===== src/core/rsf_pkg.sv =====
// rsf_pkg: shared constants and types for the reset source and flag sequencer
package rsf_pkg;
   // ------------------------------------------------------------
   // timing
   // ------------------------------------------------------------
   localparam int          CLK_PERIOD_PS    = 8000;        // 125 mhz system clock
   localparam int          POWER_ON_DELAY_US = 16700;      // typical power-on hold-off, 16.7 ms
   // cycles of power-on delay, rounded down as a typical figure;
   // both sides brought to ns first so the product stays inside int range
   localparam int          POWER_ON_CYCLES  = (POWER_ON_DELAY_US * 1000) / (CLK_PERIOD_PS / 1000);
   localparam logic [4:0]  SETTLE_FAST_CYC  = 5'h0010;     // wake settle, fast osc, 15..16
   localparam logic [4:0]  SETTLE_SLOW_CYC  = 5'h0002;     // wake settle, slow osc, 1..2
   localparam logic [4:0]  SETTLE_ZERO      = 5'h0000;     // settle counter idle value
   // ------------------------------------------------------------
   // reset values
   // ------------------------------------------------------------
   localparam logic [12:0] PC_RESET         = 13'h0000;    // program counter after reset
   localparam logic [3:0]  SP_RESET         = 4'h0;        // stack pointer after halt watchdog wake
   localparam logic [3:0]  SP_TOP           = 4'hF;        // stack pointer top of stack
   localparam logic [7:0]  PORT_DIR_INPUT   = 8'hFF;       // 1 = pin is input
   localparam logic [7:0]  IRQ_EN_OFF       = 8'h00;       // all interrupt enables off
   // ------------------------------------------------------------
   // sequencer states
   // ------------------------------------------------------------
   typedef enum logic [2:0] {
      RSF_POR_HOLD,     // full reset, power-on delay running
      RSF_RUN,          // normal or slow run
      RSF_HALTED,       // sleep or idle
      RSF_SETTLE        // wake settle after watchdog or wake request in halt
   } rsf_state_t;
endpackage


===== src/core/rsf_delay_cnt.sv =====
// rsf_delay_cnt: loadable down counter used for power-on delay
`timescale 1ns/1ps
module rsf_delay_cnt #(
   parameter int          WIDTH = 24
) (
   input  wire logic               sys_clk,
   input  wire logic               sys_rst,
   input  wire logic               load,      // pulse: restart count
   input  wire logic [WIDTH-1:0]   load_val,  // cycles to count
   output logic                    busy       // high while counting
);
   // ------------------------------------------------------------
   // counter
   // ------------------------------------------------------------
   logic [WIDTH-1:0] cnt_ff;                  // remaining cycles

   // count down, load wins over counting
   always_ff @(posedge sys_clk or posedge sys_rst) begin
      if (sys_rst) begin
         cnt_ff <= '0;
      end else if (load) begin
         cnt_ff <= load_val;
      end else if (cnt_ff != '0) begin
         cnt_ff <= cnt_ff - 1'b1;
      end
   end

   assign busy = (cnt_ff != '0);
endmodule


===== src/core/rsf_wdog.sv =====
// rsf_wdog: watchdog counter on slow-oscillator ticks with overflow pulse
`timescale 1ns/1ps
module rsf_wdog #(
   parameter int          WIDTH = 18
) (
   input  wire logic               sys_clk,
   input  wire logic               sys_rst,
   input  wire logic               slow_tick,  // one pulse per slow osc period
   input  wire logic               clear,      // clear instruction, halt or reset
   output logic                    overflow    // one-cycle pulse on wrap
);
   // ------------------------------------------------------------
   // counter
   // ------------------------------------------------------------
   logic [WIDTH-1:0] cnt_ff;                   // running count
   logic             ovf_ff;                   // registered overflow pulse

   // counts from the slow tick only, so it keeps running in halt
   always_ff @(posedge sys_clk or posedge sys_rst) begin
      if (sys_rst) begin
         cnt_ff <= '0;
         ovf_ff <= 1'b0;
      end else if (clear) begin
         cnt_ff <= '0;
         ovf_ff <= 1'b0;
      end else begin
         ovf_ff <= slow_tick && (&cnt_ff);
         if (slow_tick) begin
            cnt_ff <= cnt_ff + 1'b1;
         end
      end
   end

   assign overflow = ovf_ff;
endmodule


===== src/core/rsf_seq.sv =====
// rsf_seq: reset source sequencer with timeout and powerdown flag logic
//
// Functional notes
// - run watchdog timeout: full reset plus timeout set
// - hold execution for power-on delay after full reset
// - halt watchdog: clear only pc, sp; set timeout
// - fast osc wake settle lasts 15 to 16 cycles
// - slow osc wake settle lasts 1 to 2 cycles
// - flags updated by halt entry and watchdog
// - power-on clears flags; halt watchdog sets both
// - supply drop reset keeps both flags
// - run watchdog sets timeout, keeps powerdown
// - power-on disables every interrupt source
// - power-on clears watchdog, counting starts at once
// - power-on stops timer, ports become inputs
// - power-on: pc zero, sp at stack top
// - watchdog timeout on counter overflow, slow clock
`timescale 1ns/1ps
module rsf_seq #(
   parameter int          POR_CYCLES = rsf_pkg::POWER_ON_CYCLES,  // power-on delay in cycles
   parameter int          WDOG_WIDTH = 18,                        // watchdog counter width
   parameter int          DLY_WIDTH  = 24                         // power-on counter width
) (
   input  wire logic            sys_clk,            // 125 mhz system clock
   input  wire logic            sys_rst,            // power-on reset, async high
   input  wire logic            supply_drop_reset,  // level: supply monitor trips
   input  wire logic            slow_tick,          // pulse: slow osc period
   input  wire logic            clr_watchdog,       // pulse: clear watchdog instruction
   input  wire logic            halt_req,           // pulse: enter sleep or idle
   input  wire logic            wake_req,           // pulse: interrupt wake from halt
   input  wire logic            clk_src_slow,       // level: system clock is slow osc
   output logic                 timeout_flag,       // status timeout flag
   output logic                 powerdown_flag,     // status powerdown flag
   output logic                 cpu_run,            // high when program may execute
   output logic                 core_reset,         // full reset of core registers
   output logic                 pc_sp_clear,        // pulse: clear pc and sp only
   output logic [12:0]          pc_init,            // program counter load value
   output logic [3:0]           sp_init,            // stack pointer load value
   output logic [7:0]           irq_enable,         // interrupt enable mask
   output logic                 timer_on,           // timer and event counter enable
   output logic [7:0]           port_dir            // 1 = pin is input
);
   // ------------------------------------------------------------
   // declarations
   // ------------------------------------------------------------
   rsf_pkg::rsf_state_t  state_ff;            // sequencer state
   rsf_pkg::rsf_state_t  nxt_state;           // next state
   logic                 tout_ff;             // timeout flag
   logic                 pdn_ff;              // powerdown flag
   logic                 boot_ff;             // first cycle after power-on reset
   logic                 run_ff;              // execution allowed
   logic                 core_rst_ff;         // full reset output
   logic                 pcsp_ff;             // pc/sp clear pulse
   logic [12:0]          pc_ff;               // pc load value
   logic [3:0]           sp_ff;               // sp load value
   logic [7:0]           irq_ff;              // interrupt enables
   logic                 tmr_ff;              // timer enable
   logic [7:0]           dir_ff;              // port directions
   logic [4:0]           settle_ff;           // wake settle count
   logic                 drop_ff;             // supply drop delayed, for edge
   logic                 wdog_ovf;            // watchdog overflow pulse
   logic                 wdog_clear;          // watchdog clear request
   logic                 dly_load;            // start power-on delay
   logic                 dly_busy;            // power-on delay running
   logic                 drop_rise;           // supply drop event
   logic                 full_reset;          // any full reset event
   logic                 run_wdog;            // watchdog in run
   logic                 halt_wdog;           // watchdog in halt

   // settle length chosen by clock source
   function automatic logic [4:0] settle_len(input logic slow);
      settle_len = slow ? rsf_pkg::SETTLE_SLOW_CYC : rsf_pkg::SETTLE_FAST_CYC;
   endfunction

   // ------------------------------------------------------------
   // event decode
   // ------------------------------------------------------------
   // edge on the supply monitor; it is already synchronous
   // a level held high resets once; the monitor must fall and trip again
   always_ff @(posedge sys_clk or posedge sys_rst) begin
      if (sys_rst) begin
         drop_ff <= 1'b0;
      end else begin
         drop_ff <= supply_drop_reset;
      end
   end

   // power-on marker: one cycle after release it starts the power-on
   // delay, so a plain power-on holds execution off like any full reset
   always_ff @(posedge sys_clk or posedge sys_rst) begin
      if (sys_rst) begin
         boot_ff <= 1'b1;
      end else begin
         boot_ff <= 1'b0;
      end
   end

   assign drop_rise  = supply_drop_reset && !drop_ff;
   assign run_wdog   = wdog_ovf && (state_ff == rsf_pkg::RSF_RUN);
   assign halt_wdog  = wdog_ovf && (state_ff == rsf_pkg::RSF_HALTED);
   // run timeout is a full reset
   assign full_reset = drop_rise || run_wdog;
   // delay starts on power-on and every full reset
   assign dly_load   = full_reset || boot_ff;
   // cleared by full reset, halt entry and instruction
   assign wdog_clear = full_reset || clr_watchdog
                       || (halt_req && state_ff == rsf_pkg::RSF_RUN);

   // ------------------------------------------------------------
   // sub-blocks
   // ------------------------------------------------------------
   // the watchdog sees only slow ticks, so its period follows the slow
   // oscillator and not the system clock, and it keeps running in halt
   rsf_wdog #(
      .WIDTH     (WDOG_WIDTH)
   ) u_wdog (
      .sys_clk   (sys_clk),
      .sys_rst   (sys_rst),
      .slow_tick (slow_tick),
      .clear     (wdog_clear),
      .overflow  (wdog_ovf)
   );

   rsf_delay_cnt #(
      .WIDTH     (DLY_WIDTH)
   ) u_por_dly (
      .sys_clk   (sys_clk),
      .sys_rst   (sys_rst),
      .load      (dly_load),
      .load_val  (DLY_WIDTH'(POR_CYCLES)),
      .busy      (dly_busy)
   );

   // ------------------------------------------------------------
   // state machine
   // ------------------------------------------------------------
   // next state; full reset overrides everything
   always_comb begin
      nxt_state = state_ff;
      case (state_ff)
         rsf_pkg::RSF_POR_HOLD: begin
            // leave only once the delay expired
            if (!dly_busy && !dly_load) begin
               nxt_state = rsf_pkg::RSF_RUN;
            end
         end
         rsf_pkg::RSF_RUN: begin
            if (halt_req) begin
               nxt_state = rsf_pkg::RSF_HALTED;
            end
         end
         rsf_pkg::RSF_HALTED: begin
            if (halt_wdog || wake_req) begin
               nxt_state = rsf_pkg::RSF_SETTLE;
            end
         end
         rsf_pkg::RSF_SETTLE: begin
            // limitation: an overflow during settle is dropped; the count
            // has wrapped, so the next one comes a full period later
            if (settle_ff == rsf_pkg::SETTLE_ZERO) begin
               nxt_state = rsf_pkg::RSF_RUN;
            end
         end
         default: begin
            nxt_state = rsf_pkg::RSF_POR_HOLD;
         end
      endcase
      if (full_reset) begin
         nxt_state = rsf_pkg::RSF_POR_HOLD;
      end
   end

   // state register; reset starts the delay via first-cycle load
   always_ff @(posedge sys_clk or posedge sys_rst) begin
      if (sys_rst) begin
         state_ff <= rsf_pkg::RSF_POR_HOLD;
      end else begin
         state_ff <= nxt_state;
      end
   end

   // ------------------------------------------------------------
   // wake settle counter
   // ------------------------------------------------------------
   // loaded one short of the length: the load cycle itself counts,
   // so settle spans settle_len cycles before run resumes
   always_ff @(posedge sys_clk or posedge sys_rst) begin
      if (sys_rst) begin
         settle_ff <= rsf_pkg::SETTLE_ZERO;
      end else if (state_ff == rsf_pkg::RSF_HALTED && (halt_wdog || wake_req)) begin
         settle_ff <= settle_len(clk_src_slow) - 5'h0001;
      end else if (settle_ff != rsf_pkg::SETTLE_ZERO) begin
         settle_ff <= settle_ff - 5'h0001;
      end
   end

   // ------------------------------------------------------------
   // status flags
   // ------------------------------------------------------------
   // power-on clears both flags
   // priority follows event weight: halt watchdog, run watchdog, then
   // supply drop; any set beats a halt-entry or clear update in the
   // same cycle, so a timeout is never lost to software
   always_ff @(posedge sys_clk or posedge sys_rst) begin
      if (sys_rst) begin
         tout_ff <= 1'b0;
         pdn_ff  <= 1'b0;
      end else if (halt_wdog) begin
         tout_ff <= 1'b1;
         pdn_ff  <= 1'b1;
      end else if (run_wdog) begin
         tout_ff <= 1'b1;
      end else if (drop_rise) begin
         tout_ff <= tout_ff;
      end else if (halt_req && state_ff == rsf_pkg::RSF_RUN) begin
         // halt entry marks powerdown, clears timeout
         tout_ff <= 1'b0;
         pdn_ff  <= 1'b1;
      end else if (clr_watchdog && state_ff == rsf_pkg::RSF_RUN) begin
         tout_ff <= 1'b0;
         pdn_ff  <= 1'b0;
      end
   end

   // ------------------------------------------------------------
   // core control outputs
   // ------------------------------------------------------------
   // full reset held for the whole delay; execution after it
   // both decoded from the next state, so they move on the same edge
   // as the state itself and still leave straight from flip-flops
   always_ff @(posedge sys_clk or posedge sys_rst) begin
      if (sys_rst) begin
         core_rst_ff <= 1'b1;
         run_ff      <= 1'b0;
      end else begin
         core_rst_ff <= (nxt_state == rsf_pkg::RSF_POR_HOLD);
         run_ff      <= (nxt_state == rsf_pkg::RSF_RUN);
      end
   end

   // pc/sp clear pulse and load values
   // sp stays at zero after a halt watchdog wake until the next full reset
   // restores the stack top; software must not rely on it otherwise
   always_ff @(posedge sys_clk or posedge sys_rst) begin
      if (sys_rst) begin
         pcsp_ff <= 1'b0;
         pc_ff   <= rsf_pkg::PC_RESET;
         sp_ff   <= rsf_pkg::SP_TOP;
      end else if (full_reset) begin
         pcsp_ff <= 1'b0;
         pc_ff   <= rsf_pkg::PC_RESET;
         sp_ff   <= rsf_pkg::SP_TOP;
      end else if (halt_wdog) begin
         pcsp_ff <= 1'b1;
         pc_ff   <= rsf_pkg::PC_RESET;
         sp_ff   <= rsf_pkg::SP_RESET;
      end else begin
         pcsp_ff <= 1'b0;
      end
   end

   // peripheral state after full reset; untouched by halt wake
   // limitation: only the reset pattern is forced here; later software
   // writes belong to the peripheral registers downstream
   always_ff @(posedge sys_clk or posedge sys_rst) begin
      if (sys_rst) begin
         irq_ff <= rsf_pkg::IRQ_EN_OFF;
         tmr_ff <= 1'b0;
         dir_ff <= rsf_pkg::PORT_DIR_INPUT;
      end else if (full_reset) begin
         irq_ff <= rsf_pkg::IRQ_EN_OFF;
         tmr_ff <= 1'b0;
         dir_ff <= rsf_pkg::PORT_DIR_INPUT;
      end
   end

   assign timeout_flag   = tout_ff;
   assign powerdown_flag = pdn_ff;
   assign cpu_run        = run_ff;
   assign core_reset     = core_rst_ff;
   assign pc_sp_clear    = pcsp_ff;
   assign pc_init        = pc_ff;
   assign sp_init        = sp_ff;
   assign irq_enable     = irq_ff;
   assign timer_on       = tmr_ff;
   assign port_dir       = dir_ff;
endmodule


===== config.mk =====
export PLATFORM = sky130hd
export DESIGN_NAME = rsf_seq
export DESIGN_NICKNAME = d
export VERILOG_FILES = /design/src/core/rsf_pkg.sv /design/src/core/rsf_delay_cnt.sv /design/src/core/rsf_wdog.sv /design/src/core/rsf_seq.sv
export SDC_FILE = /design/constraint.sdc
export NUM_CORES = 1
export LEC_CHECK = 0
export ABC_CLOCK_PERIOD_IN_PS = 1950
export BUFFER_PORTS_ARGS = -buffer_cell sky130_fd_sc_hd__buf_2
export CORE_MARGIN = 2
export CORE_UTILIZATION = 34
export CTS_CLUSTER_SIZE = 24
export DETAILED_ROUTE_END_ITERATION = 8
export PLACE_DENSITY = 0.53
export SYNTH_ARGS = -nofsm -noshare
export SYNTH_HDL_FRONTEND = slang
export SYNTH_SLANG_ARGS = --single-unit

===== constraint.sdc =====
create_clock -name sys_clk -period 1.95 [get_ports sys_clk]
set_input_delay 0.2925 -clock sys_clk [delete_from_list [all_inputs] [get_ports sys_clk]]
set_output_delay 0.2925 -clock sys_clk [all_outputs]
set_load 0.02 [all_outputs]

==> results.sh, run 1 <==
export IMPL_outcome="complete, no violations"
export IMPL_rrSetupSlack_ns=0.1
export IMPL_cts_sinks=59
export IMPL_synth_edf_count=0
export IMPL_grt_util_all_layers_pct=12.5
export IMPL_synth_top_cell_by_area="dfrtp_1"
export IMPL_grt_max_degree=60
export IMPL_setup_violations=0
export IMPL_grt_pass1_vias=2173
export IMPL_crit_required_ns=2.21
export IMPL_antenna_cells=0
export IMPL_synth_seq_cells=59
export IMPL_reg2reg_depth=5
export IMPL_core_mm2=0.00920
export IMPL_postSynthCellCount=335
export IMPL_vias=2333
export IMPL_p_per_area_mw_per_mm2=768
export IMPL_dieArea_mm2=0.0102
export IMPL_clockRootBuffer="clkbuf_8"
export IMPL_seq_area_frac_synth_pct=46.0
export IMPL_grt_use_met2_pct=18.5
export IMPL_drc=0
export IMPL_crit_end="u_por_dly.cnt_ff[13]"
export IMPL_gp_congestion=0.724
export IMPL_fillers=887
export IMPL_hp_class="primary input to async pin"
export IMPL_groute_layer_met1_usage_pct=17.2
export IMPL_start_kind="flip-flop"
export IMPL_arrival_ns=2.11
export IMPL_rows=35
export IMPL_grt_busiest_layer="met2"
export IMPL_r2r_start="u_por_dly.cnt_ff[7]"
export IMPL_grt_pass1_wl_um=10100
export IMPL_nets=384
export IMPL_synth_top_area_share_pct=43.6
export IMPL_slew_violations=0
export IMPL_antenna_left=0
export IMPL_ios=47
export IMPL_timing_rr_end="u_por_dly.cnt_ff[13]"
export IMPL_wirelength_um=5860
export IMPL_dr_pass1_iters=4
export IMPL_drt_iter0_drc=72
export IMPL_setup_tns_ns=0
export IMPL_overflow=0
export IMPL_synthTopCellsByCount="dfrtp_1, nor2_1, buf_4"
export IMPL_die_y_um=101
export IMPL_postCtsHoldBufs=0
export IMPL_numCtsBuffers=9
export IMPL_area_delta_synth_final_pct=14.7
export IMPL_avgRoutedWirePerCell_um=12.0
export IMPL_fmax_mhz=540
export IMPL_clock_latency_ns=0.34
export IMPL_yosysMostFrequentCell="dfrtp_1"
export IMPL_avgSynthCellArea_um2=9.60
export IMPL_clockBufferDepth=2
export IMPL_end_kind="flip-flop"
export IMPL_h_tree_depth=3
export IMPL_drv_cap=0
export IMPL_ys_warn_count=0
export IMPL_initial_core_util_pct=35.0
export IMPL_port_buffer_count=16
export IMPL_p_leak_nw=1.53
export IMPL_synth_area_leaders="dfrtp_1, buf_4, xor2_1, nor2_1, nand2_1"
export IMPL_clock_skew_final_ns=0.00925
export IMPL_period_needed_ns=1.85
export IMPL_antenna_found_initial=0
export IMPL_cts_tree="done"
export IMPL_use_met3_pct=3.59
export IMPL_ir_worst_vdd_uv=355
export IMPL_die_x_um=101
export IMPL_hold_viol_final=0
export IMPL_worstSetupPathType="flip-flop to flip-flop"
export IMPL_final_period_utilization_pct=95.0
export IMPL_rsz0062_at_grt="no"
export IMPL_synth_cell_types=52
export IMPL_via_per_inst=4.78
export IMPL_synth_main_ff_cell="dfrtp_1"
export IMPL_hold_ws_ns=0.00710
export IMPL_finalPower_mw=2.83
export IMPL_crit_start="u_por_dly.cnt_ff[7]"
export IMPL_synth_async_sr_flop_share_pct=100
export IMPL_cts_clk_slew_worst_paths_ns=0.07
export IMPL_drive_gt1_share_pct=20.7
export IMPL_syn_area_mm2=0.00321
export IMPL_dp_hpwl_um=3960
export IMPL_critical_path_max_fanout=6
==> layout make-up <==
class	count	area, µm²	area share, %
clock buffer	11	141	3.83
clock inverter	5	61.3	1.66
inverter	7	26.3	0.713
multi-input combinational	260	1600	43.4
sequential	59	1480	40.2
tap	111	139	3.77
timing repair buffer	35	235	6.38
==> logic make-up after synthesis <==
group           after synthesis  share of synthesized area (%)
buf+inv                      47                           9.38
simple gates                142                           24.2
other cells                   2                          0.234
mux                           2                          0.623
fa+ha+maj                     4                           1.56
flops                        59                           46.0
xor+xnor                     31                           8.45
compound gates               48                           9.54
==> registers in the layout, indices dropped and copies added, names as in the netlist <==
name	cells
u_por_dly.cnt_ff	24
u_wdog.cnt_ff	18
settle_ff	5
state_ff	3
boot_ff	1
core_reset	1
cpu_run	1
drop_ff	1
pc_sp_clear	1
powerdown_flag	1
sp_init	1
timeout_flag	1
u_wdog.overflow	1
==> power by group <==
group          internal (mW)  total (mW)  switching [mW]
logic                  0.125       0.352           0.227
clock network          0.629        1.13           0.503
registers               1.29        1.35          0.0574
total                   2.05        2.83           0.788
==> worst min-delay path by stage <==
stage	startpoint	endpoint	slack (ns)
floorplan	supply_drop_reset	drop_ff	0.32
global placement	sys_rst	u_por_dly.cnt_ff[10]	0.38
detailed placement	sys_rst	u_por_dly.cnt_ff[10]	0.38
CTS	sys_rst	settle_ff[4]	0.009
global route	sys_rst	u_wdog.cnt_ff[1]	0.02
finish	sys_rst	u_por_dly.cnt_ff[19]	0.007
==> worst max-delay path: stages (launching register included) <==
cell	delay [ns]
dfrtp_2	0.46
or4_1	0.57
nor2_2	0.17
o211ai_4	0.12
or3_1	0.32
a21oi_1	0.14
==> placed cells by master (no fill, tap or decap), types with 3 or more instances in the layout <==
cell type,count
o21ai_0,17
dfrtp_2,3
clkinvlp_4,3
a211oi_1,3
ha_1,4
dfrtp_1,53
xor2_1,25
nand3_1,11
nor2_1,45
or3_1,8
conb_1,32
buf_4,18
nand2_1,25
clkbuf_8,10
and3_1,3
nor2b_1,3
nor4_4,3
inv_1,6
a21oi_1,12
xnor2_1,6
dfstp_2,3
nand4_1,12
nor3_1,6
buf_2,16
nand2b_1,4
==> metal layers <==
metal,part of all wire [%],up-vias
li1,-,1172
met1,50,1101
met2,44,49
met5,0,-
met4,1.7,0
met3,3.9,11
==> repair_timing <==
item,in CTS,in global routing
endpoints found under the setup margin,9,22
pin swaps,1,3
cloned,0,1
hold endpoints to repair,0,0
gates resized for setup,1,11
buffers inserted,2,0
==> per-stage QoR <==
step / utilization (%) / area, µm² / cells / setup slack, ns
CTS: 39.5 / 3630 / 487 / 0.0429
floorplan: - / 3330 / 365 / 0.00311
finish: 40.1 / 3690 / 488 / 0.0972
global route: 40.1 / 3690 / 488 / 0.00289
detailed placement: 37.1 / 3410 / 469 / -0.0271
global placement: 37.1 / 3410 / 469 / 0.0150
No activity file was read; power rests on OpenSTA's default activity.
==> run 2: changes to the inputs <==
PLACE_DENSITY = unset   (was 0.53)
SETUP_SLACK_MARGIN = 0.4   (was unset)
==> run 2 against run 1 <==
  * Final area up 16%
  * Sequential share of layout area fell by 5.5 points
  * Hold slack improved by 0.043 ns
  * Sequential power barely moved
  * First-iteration DRC count grew 72%
  * Via count up 11%
  * Cell count is 7.2% higher
  * Setup slack improved by 0.011 ns
  * Utilization up 6.4 points
  * Non-clock buffer count up 34
  * Power is 7.0% higher
  * Critical endpoint is now u_por_dly.cnt_ff[9]
==> results.sh, run 2 (synthesis results as in run 1) <==
export IMPL_antenna_found_initial=0
export IMPL_tightest_slew_ns=0.552
export IMPL_netSwitchingFraction_pct=30.2
export IMPL_clock_skew_final_ns=0.0137
export IMPL_dp_hpwl_um=4170
export IMPL_initial_core_util_pct=35.0
export IMPL_wirelength_um=7330
export IMPL_reg2reg_depth=6
export IMPL_multiInputGateArea_mm2=0.00189
export IMPL_fillers=847
export IMPL_place_area_mm2=0.00341
export IMPL_vias=2586
export IMPL_rsz0062_at_grt="yes"
export IMPL_drive_gt1_share_pct=36.7
export IMPL_die_x_um=101
export IMPL_critical_path_max_fanout=4
export IMPL_overflow=0
export IMPL_fmax_mhz=543
export IMPL_ios=47
export IMPL_dp_cells=460
export IMPL_arrival_ns=2.07
export IMPL_dieArea_mm2=0.0102
export IMPL_hp_start="supply_drop_reset"
export IMPL_period_needed_ns=1.84
export IMPL_drv_cap=0
export IMPL_regMostFlops="u_por_dly.cnt_ff"
export IMPL_setup_violations=0
export IMPL_clock_latency_ns=0.35
export IMPL_grt_max_degree=38
export IMPL_hp_class="primary input to flip-flop"
export IMPL_clockBufferDepth=2
export IMPL_p_int_mw=2.12
export IMPL_antenna_cells=0
export IMPL_gp_congestion=0.796
export IMPL_hold_path_end="drop_ff"
export IMPL_timing_rr_end="u_por_dly.cnt_ff[9]"
export IMPL_p_per_area_mw_per_mm2=709
export IMPL_grt_pass1_wl_um=12100
export IMPL_outcome="complete, no violations"
export IMPL_via_per_inst=4.94
export IMPL_p_leak_nw=1.84
export IMPL_worstSetupPathType="flip-flop to flip-flop"
export IMPL_slew_violations=0
export IMPL_hold_viol_final=0
export IMPL_stdcell_area_mm2=0.00428
export IMPL_ir_worst_vdd_uv=407
export IMPL_start_kind="flip-flop"
export IMPL_setup_tns_ns=0
export IMPL_dr_pass1_iters=4
export IMPL_numCtsBuffers=9
export IMPL_final_period_utilization_pct=94.5
export IMPL_end_kind="flip-flop"
export IMPL_relSlewSlack_pct=63.1
export IMPL_fin_util_pct=46.5
export IMPL_layout_commonest_cell="dfrtp_1"
export IMPL_pwr_share_clk_pct=37.8
export IMPL_place_ws_ns=0.0714
export IMPL_die_y_um=101
export IMPL_fin_ws_ns=0.108
export IMPL_area_delta_synth_final_pct=33.0
export IMPL_rows=35
export IMPL_h_tree_depth=3
export IMPL_hold_ws_ns=0.0504
export IMPL_drt_iter0_drc=124
export IMPL_antenna_left=0
export IMPL_nets=419
export IMPL_top_regs="u_por_dly.cnt_ff: 24 flops, u_wdog.cnt_ff: 18 flops, settle_ff: 5 flops"
export IMPL_drc=0
export IMPL_port_buffer_count=16
export IMPL_grt_util_all_layers_pct=15.0
export IMPL_p_sw_mw=0.915
export IMPL_grt_pass1_vias=2561
export IMPL_cts_sinks=59
export IMPL_finalPower_mw=3.03
export IMPL_hold_depth=1
export IMPL_core_mm2=0.00920
export IMPL_r2r_start="u_por_dly.cnt_ff[6]"
export IMPL_cts_tree="done"
export IMPL_p_comb_share_pct=17.2
export IMPL_layout_cells_non_filler=523
export IMPL_seq_power_share_pct=45.0
export IMPL_clockRootBuffer="clkbuf_8"
export IMPL_avgRoutedWirePerCell_um=14.0
export IMPL_crit_required_ns=2.18
export IMPL_cts_clk_slew_worst_paths_ns=0.08
export IMPL_rrSetupSlack_ns=0.11
export IMPL_regArea_mm2=0.00149
export IMPL_largest_reg_flops=24
export IMPL_final_cell_mix="dfrtp_1, buf_4, nor2_1"
## run 2: final cells by class
cell class	instances	area share [%]
Sequential cell	59	34.8
Clock inverter	7	1.78
Inverter	7	0.702
Multi-Input combinational cell	261	44.2
Clock buffer	9	2.90
Timing Repair Buffer	69	12.4
Tap cell	111	3.25
## run 2: how the worst max path moves through the flow
stage                               startpoint                   end  slack, ns  cells after the start
final                      u_por_dly.cnt_ff[6]   u_por_dly.cnt_ff[9]       0.11                      6
after global routing       u_por_dly.cnt_ff[6]   u_por_dly.cnt_ff[9]       0.03                      6
after CTS                  u_por_dly.cnt_ff[4]  u_por_dly.cnt_ff[10]       0.17                      6
after detailed placement  u_por_dly.cnt_ff[12]               cpu_run       0.07                      5
after global placement    u_por_dly.cnt_ff[12]               cpu_run       0.07                      5
after floorplan            u_por_dly.cnt_ff[8]  u_por_dly.cnt_ff[13]       0.25                      5
## run 2: repair_timing
action,4_1_cts,5_1_grt
gates cloned,2,0
pin swaps,28,19
hold endpoints to repair,2,0
buffers inserted,35,9
hold buffers,1,0
resized for setup,51,26
setup endpoints to repair,33,48
## run 2: critical path, cell delays in order, from the launching register on
cell and delay, ns:
dfrtp_1 0.40, or4_4 0.61, buf_4 0.17, nor4_4 0.24, o21ai_2 0.09, xor2_1 0.15
nand2_1 0.07
## run 2: power by group through the flow
stage	clock (mW)	sequential [mW]	combinational [mW]
CTS	1.18	1.36	0.480
detailed placement	0	1.37	0.353
global placement	0	1.37	0.345
global route	1.23	1.37	0.575
floorplan	0	1.36	0.330
finish	1.15	1.36	0.520
## run 2: layer usage
metal	vias to the layer above	share of wire (%)	global-route usage, %
li1	1249	-	-
met1	1268	43	18.5
met2	52	50	23.9
met3	17	3.7	3.80
met4	0	3.0	8.21
met5	-	0	0
==> run 3: changes to the inputs <==
CORE_UTILIZATION = 40   (was 34)
==> run 3 against run 2 <==
  * Clock-buffer cell count grew 1
  * Wire length shrank 4.6%
  * Clock power rose by 9%
  * Power grew 2.9%
  * Setup slack gained 0.032 ns
  * Combinational power fell by 2%
  * Clock skew is 0.0058 ns lower
  * Via count shrank 0.27%
  * Largest cell class unchanged
  * Largest power group unchanged
==> results.sh, run 3 (synthesis results as in run 1) <==
export IMPL_period_needed_ns=1.81
export IMPL_critical_path_top_delay_family="simple AND/OR/NAND/NOR gates"
export IMPL_slew_violations=0
export IMPL_antenna_cells=0
export IMPL_via_per_inst=5.07
export IMPL_setup_violations=0
export IMPL_fmax_mhz=552
export IMPL_cts_sinks=59
export IMPL_ios=47
export IMPL_cts_tree="done"
export IMPL_dr_pass1_iters=4
export IMPL_grt_pass1_vias=2484
export IMPL_grt_max_degree=60
export IMPL_clock_latency_ns=0.34
export IMPL_largest_reg_flops=24
export IMPL_overflow=0
export IMPL_r2r_start="u_por_dly.cnt_ff[4]"
export IMPL_grt_util_all_layers_pct=17.0
export IMPL_core_mm2=0.00777
export IMPL_reg2reg_depth=6
export IMPL_antenna_found_initial=0
export IMPL_crit_chain="or4_4 > buf_12 > nor2_4 > o211ai_1 > xor2_1 > nor2_1"
export IMPL_critical_path_slowest_cell="or4_4"
export IMPL_drive_gt1_share_pct=37.1
export IMPL_fillers=686
export IMPL_hold_viol_final=0
export IMPL_avgRoutedWirePerCell_um=13.7
export IMPL_initial_core_util_pct=41.4
export IMPL_fin_util_pct=54.8
export IMPL_worst_path_buf_inv=1
export IMPL_dieArea_mm2=0.00877
export IMPL_end_kind="flip-flop"
export IMPL_die_y_um=93.6
export IMPL_top_regs="u_por_dly.cnt_ff: 24 flops, u_wdog.cnt_ff: 18 flops, settle_ff: 5 flops"
export IMPL_dp_hpwl_um=4040
export IMPL_drv_cap=0
export IMPL_clockRootBuffer="clkbuf_8"
export IMPL_grt_pass1_wl_um=11600
export IMPL_cts_clk_slew_worst_paths_ns=0.06
export IMPL_final_period_utilization_pct=92.8
export IMPL_layout_commonest_cell="dfrtp_1"
export IMPL_antenna_left=0
export IMPL_place_area_mm2=0.00341
export IMPL_rsz0062_at_grt="yes"
export IMPL_final_cell_mix="dfrtp_1, nor2_1, buf_4"
export IMPL_start_kind="flip-flop"
export IMPL_area_delta_synth_final_pct=32.4
export IMPL_drc=0
export IMPL_die_x_um=93.6
export IMPL_p_leak_nw=1.82
export IMPL_gp_congestion=0.830
export IMPL_outcome="complete, no violations"
export IMPL_drt_iter0_drc=105
export IMPL_clock_skew_final_ns=0.00791
export IMPL_crit_required_ns=2.18
export IMPL_arrival_ns=2.04
export IMPL_worstSetupPathType="flip-flop to flip-flop"
export IMPL_stdcell_area_mm2=0.00426
export IMPL_timing_rr_end="u_por_dly.cnt_ff[10]"
export IMPL_ir_worst_vdd_uv=428
export IMPL_hp_class="primary input to async pin"
export IMPL_setup_tns_ns=0
export IMPL_cp_slowest_stage_delay_ns=0.61
export IMPL_regMostFlops="u_por_dly.cnt_ff"
export IMPL_vias=2579
export IMPL_rows=32
export IMPL_h_tree_depth=3
export IMPL_regArea_mm2=0.00149
export IMPL_postCtsHoldBufs=0
export IMPL_port_buffer_count=16
export IMPL_critical_path_max_fanout=8
export IMPL_nets=414
export IMPL_wirelength_um=7000
export IMPL_numCtsBuffers=9
export IMPL_clockBufferDepth=2
export IMPL_multiInputGateArea_mm2=0.00187
export IMPL_rrSetupSlack_ns=0.14
export IMPL_p_per_area_mw_per_mm2=733
run 3: area by class of cell:
cell class / instances / share of cell area [%]
timing repair buffer: 65 / 12.0
sequential: 59 / 34.9
clock buffer: 10 / 3.23
inverter: 7 / 0.705
tap: 102 / 3.00
clock inverter: 6 / 2.09
multi-input combinational: 260 / 44.0
run 3: stage by stage:
stage / std cells / hold WS (ns) / setup WS, ns / total power, mW
2_1_floorplan: 365 / 0.324 / 0.249 / 1.69
4_1_cts: 495 / 0.0265 / 0.168 / 3.12
6_report: 509 / 0.0259 / 0.140 / 3.12
3_3_place_gp: 453 / 0.400 / 0.0949 / 1.73
5_1_grt: 509 / 0.0471 / 0.0439 / 3.28
3_5_place_dp: 453 / 0.401 / 0.0689 / 1.73
run 3: worst max path at each step:
stage	startpoint	endpoint	slack (ns)	cells past startpoint
after floorplan	u_por_dly.cnt_ff[8]	u_por_dly.cnt_ff[13]	0.25	5
after global placement	u_por_dly.cnt_ff[7]	cpu_run	0.09	5
after detailed placement	u_por_dly.cnt_ff[7]	cpu_run	0.07	5
after CTS	u_por_dly.cnt_ff[4]	u_por_dly.cnt_ff[14]	0.17	6
after global routing	u_por_dly.cnt_ff[4]	u_por_dly.cnt_ff[12]	0.04	6
final	u_por_dly.cnt_ff[4]	u_por_dly.cnt_ff[10]	0.14	6
run 3: routing by layer:
metal	up-vias	wire length [µm]	GRT usage, %
li1	1237	-	-
met1	1278	3100	20.6
met2	57	3520	28.5
met3	7	274	5.48
met4	0	95	6.16
met5	-	0	0
run 3: timing repair:
action	in CTS	in global routing
setup endpoints to repair	33	49
pin swaps	29	22
buffers inserted	25	11
gates cloned	1	3
gates resized for setup	59	25
run 3: power by group:
part	switching, mW	total [mW]	internal (mW)
clock	0.497	1.25	0.753
sequential	0.0701	1.36	1.29
combinational	0.297	0.507	0.210
run 3: worst register-to-register path, stage by stage, from the launching register on:
cell,delay (ns)
dfrtp_1,0.39
or4_4,0.61
buf_12,0.16
nor2_4,0.18
o211ai_1,0.15
xor2_1,0.17
nor2_1,0.05
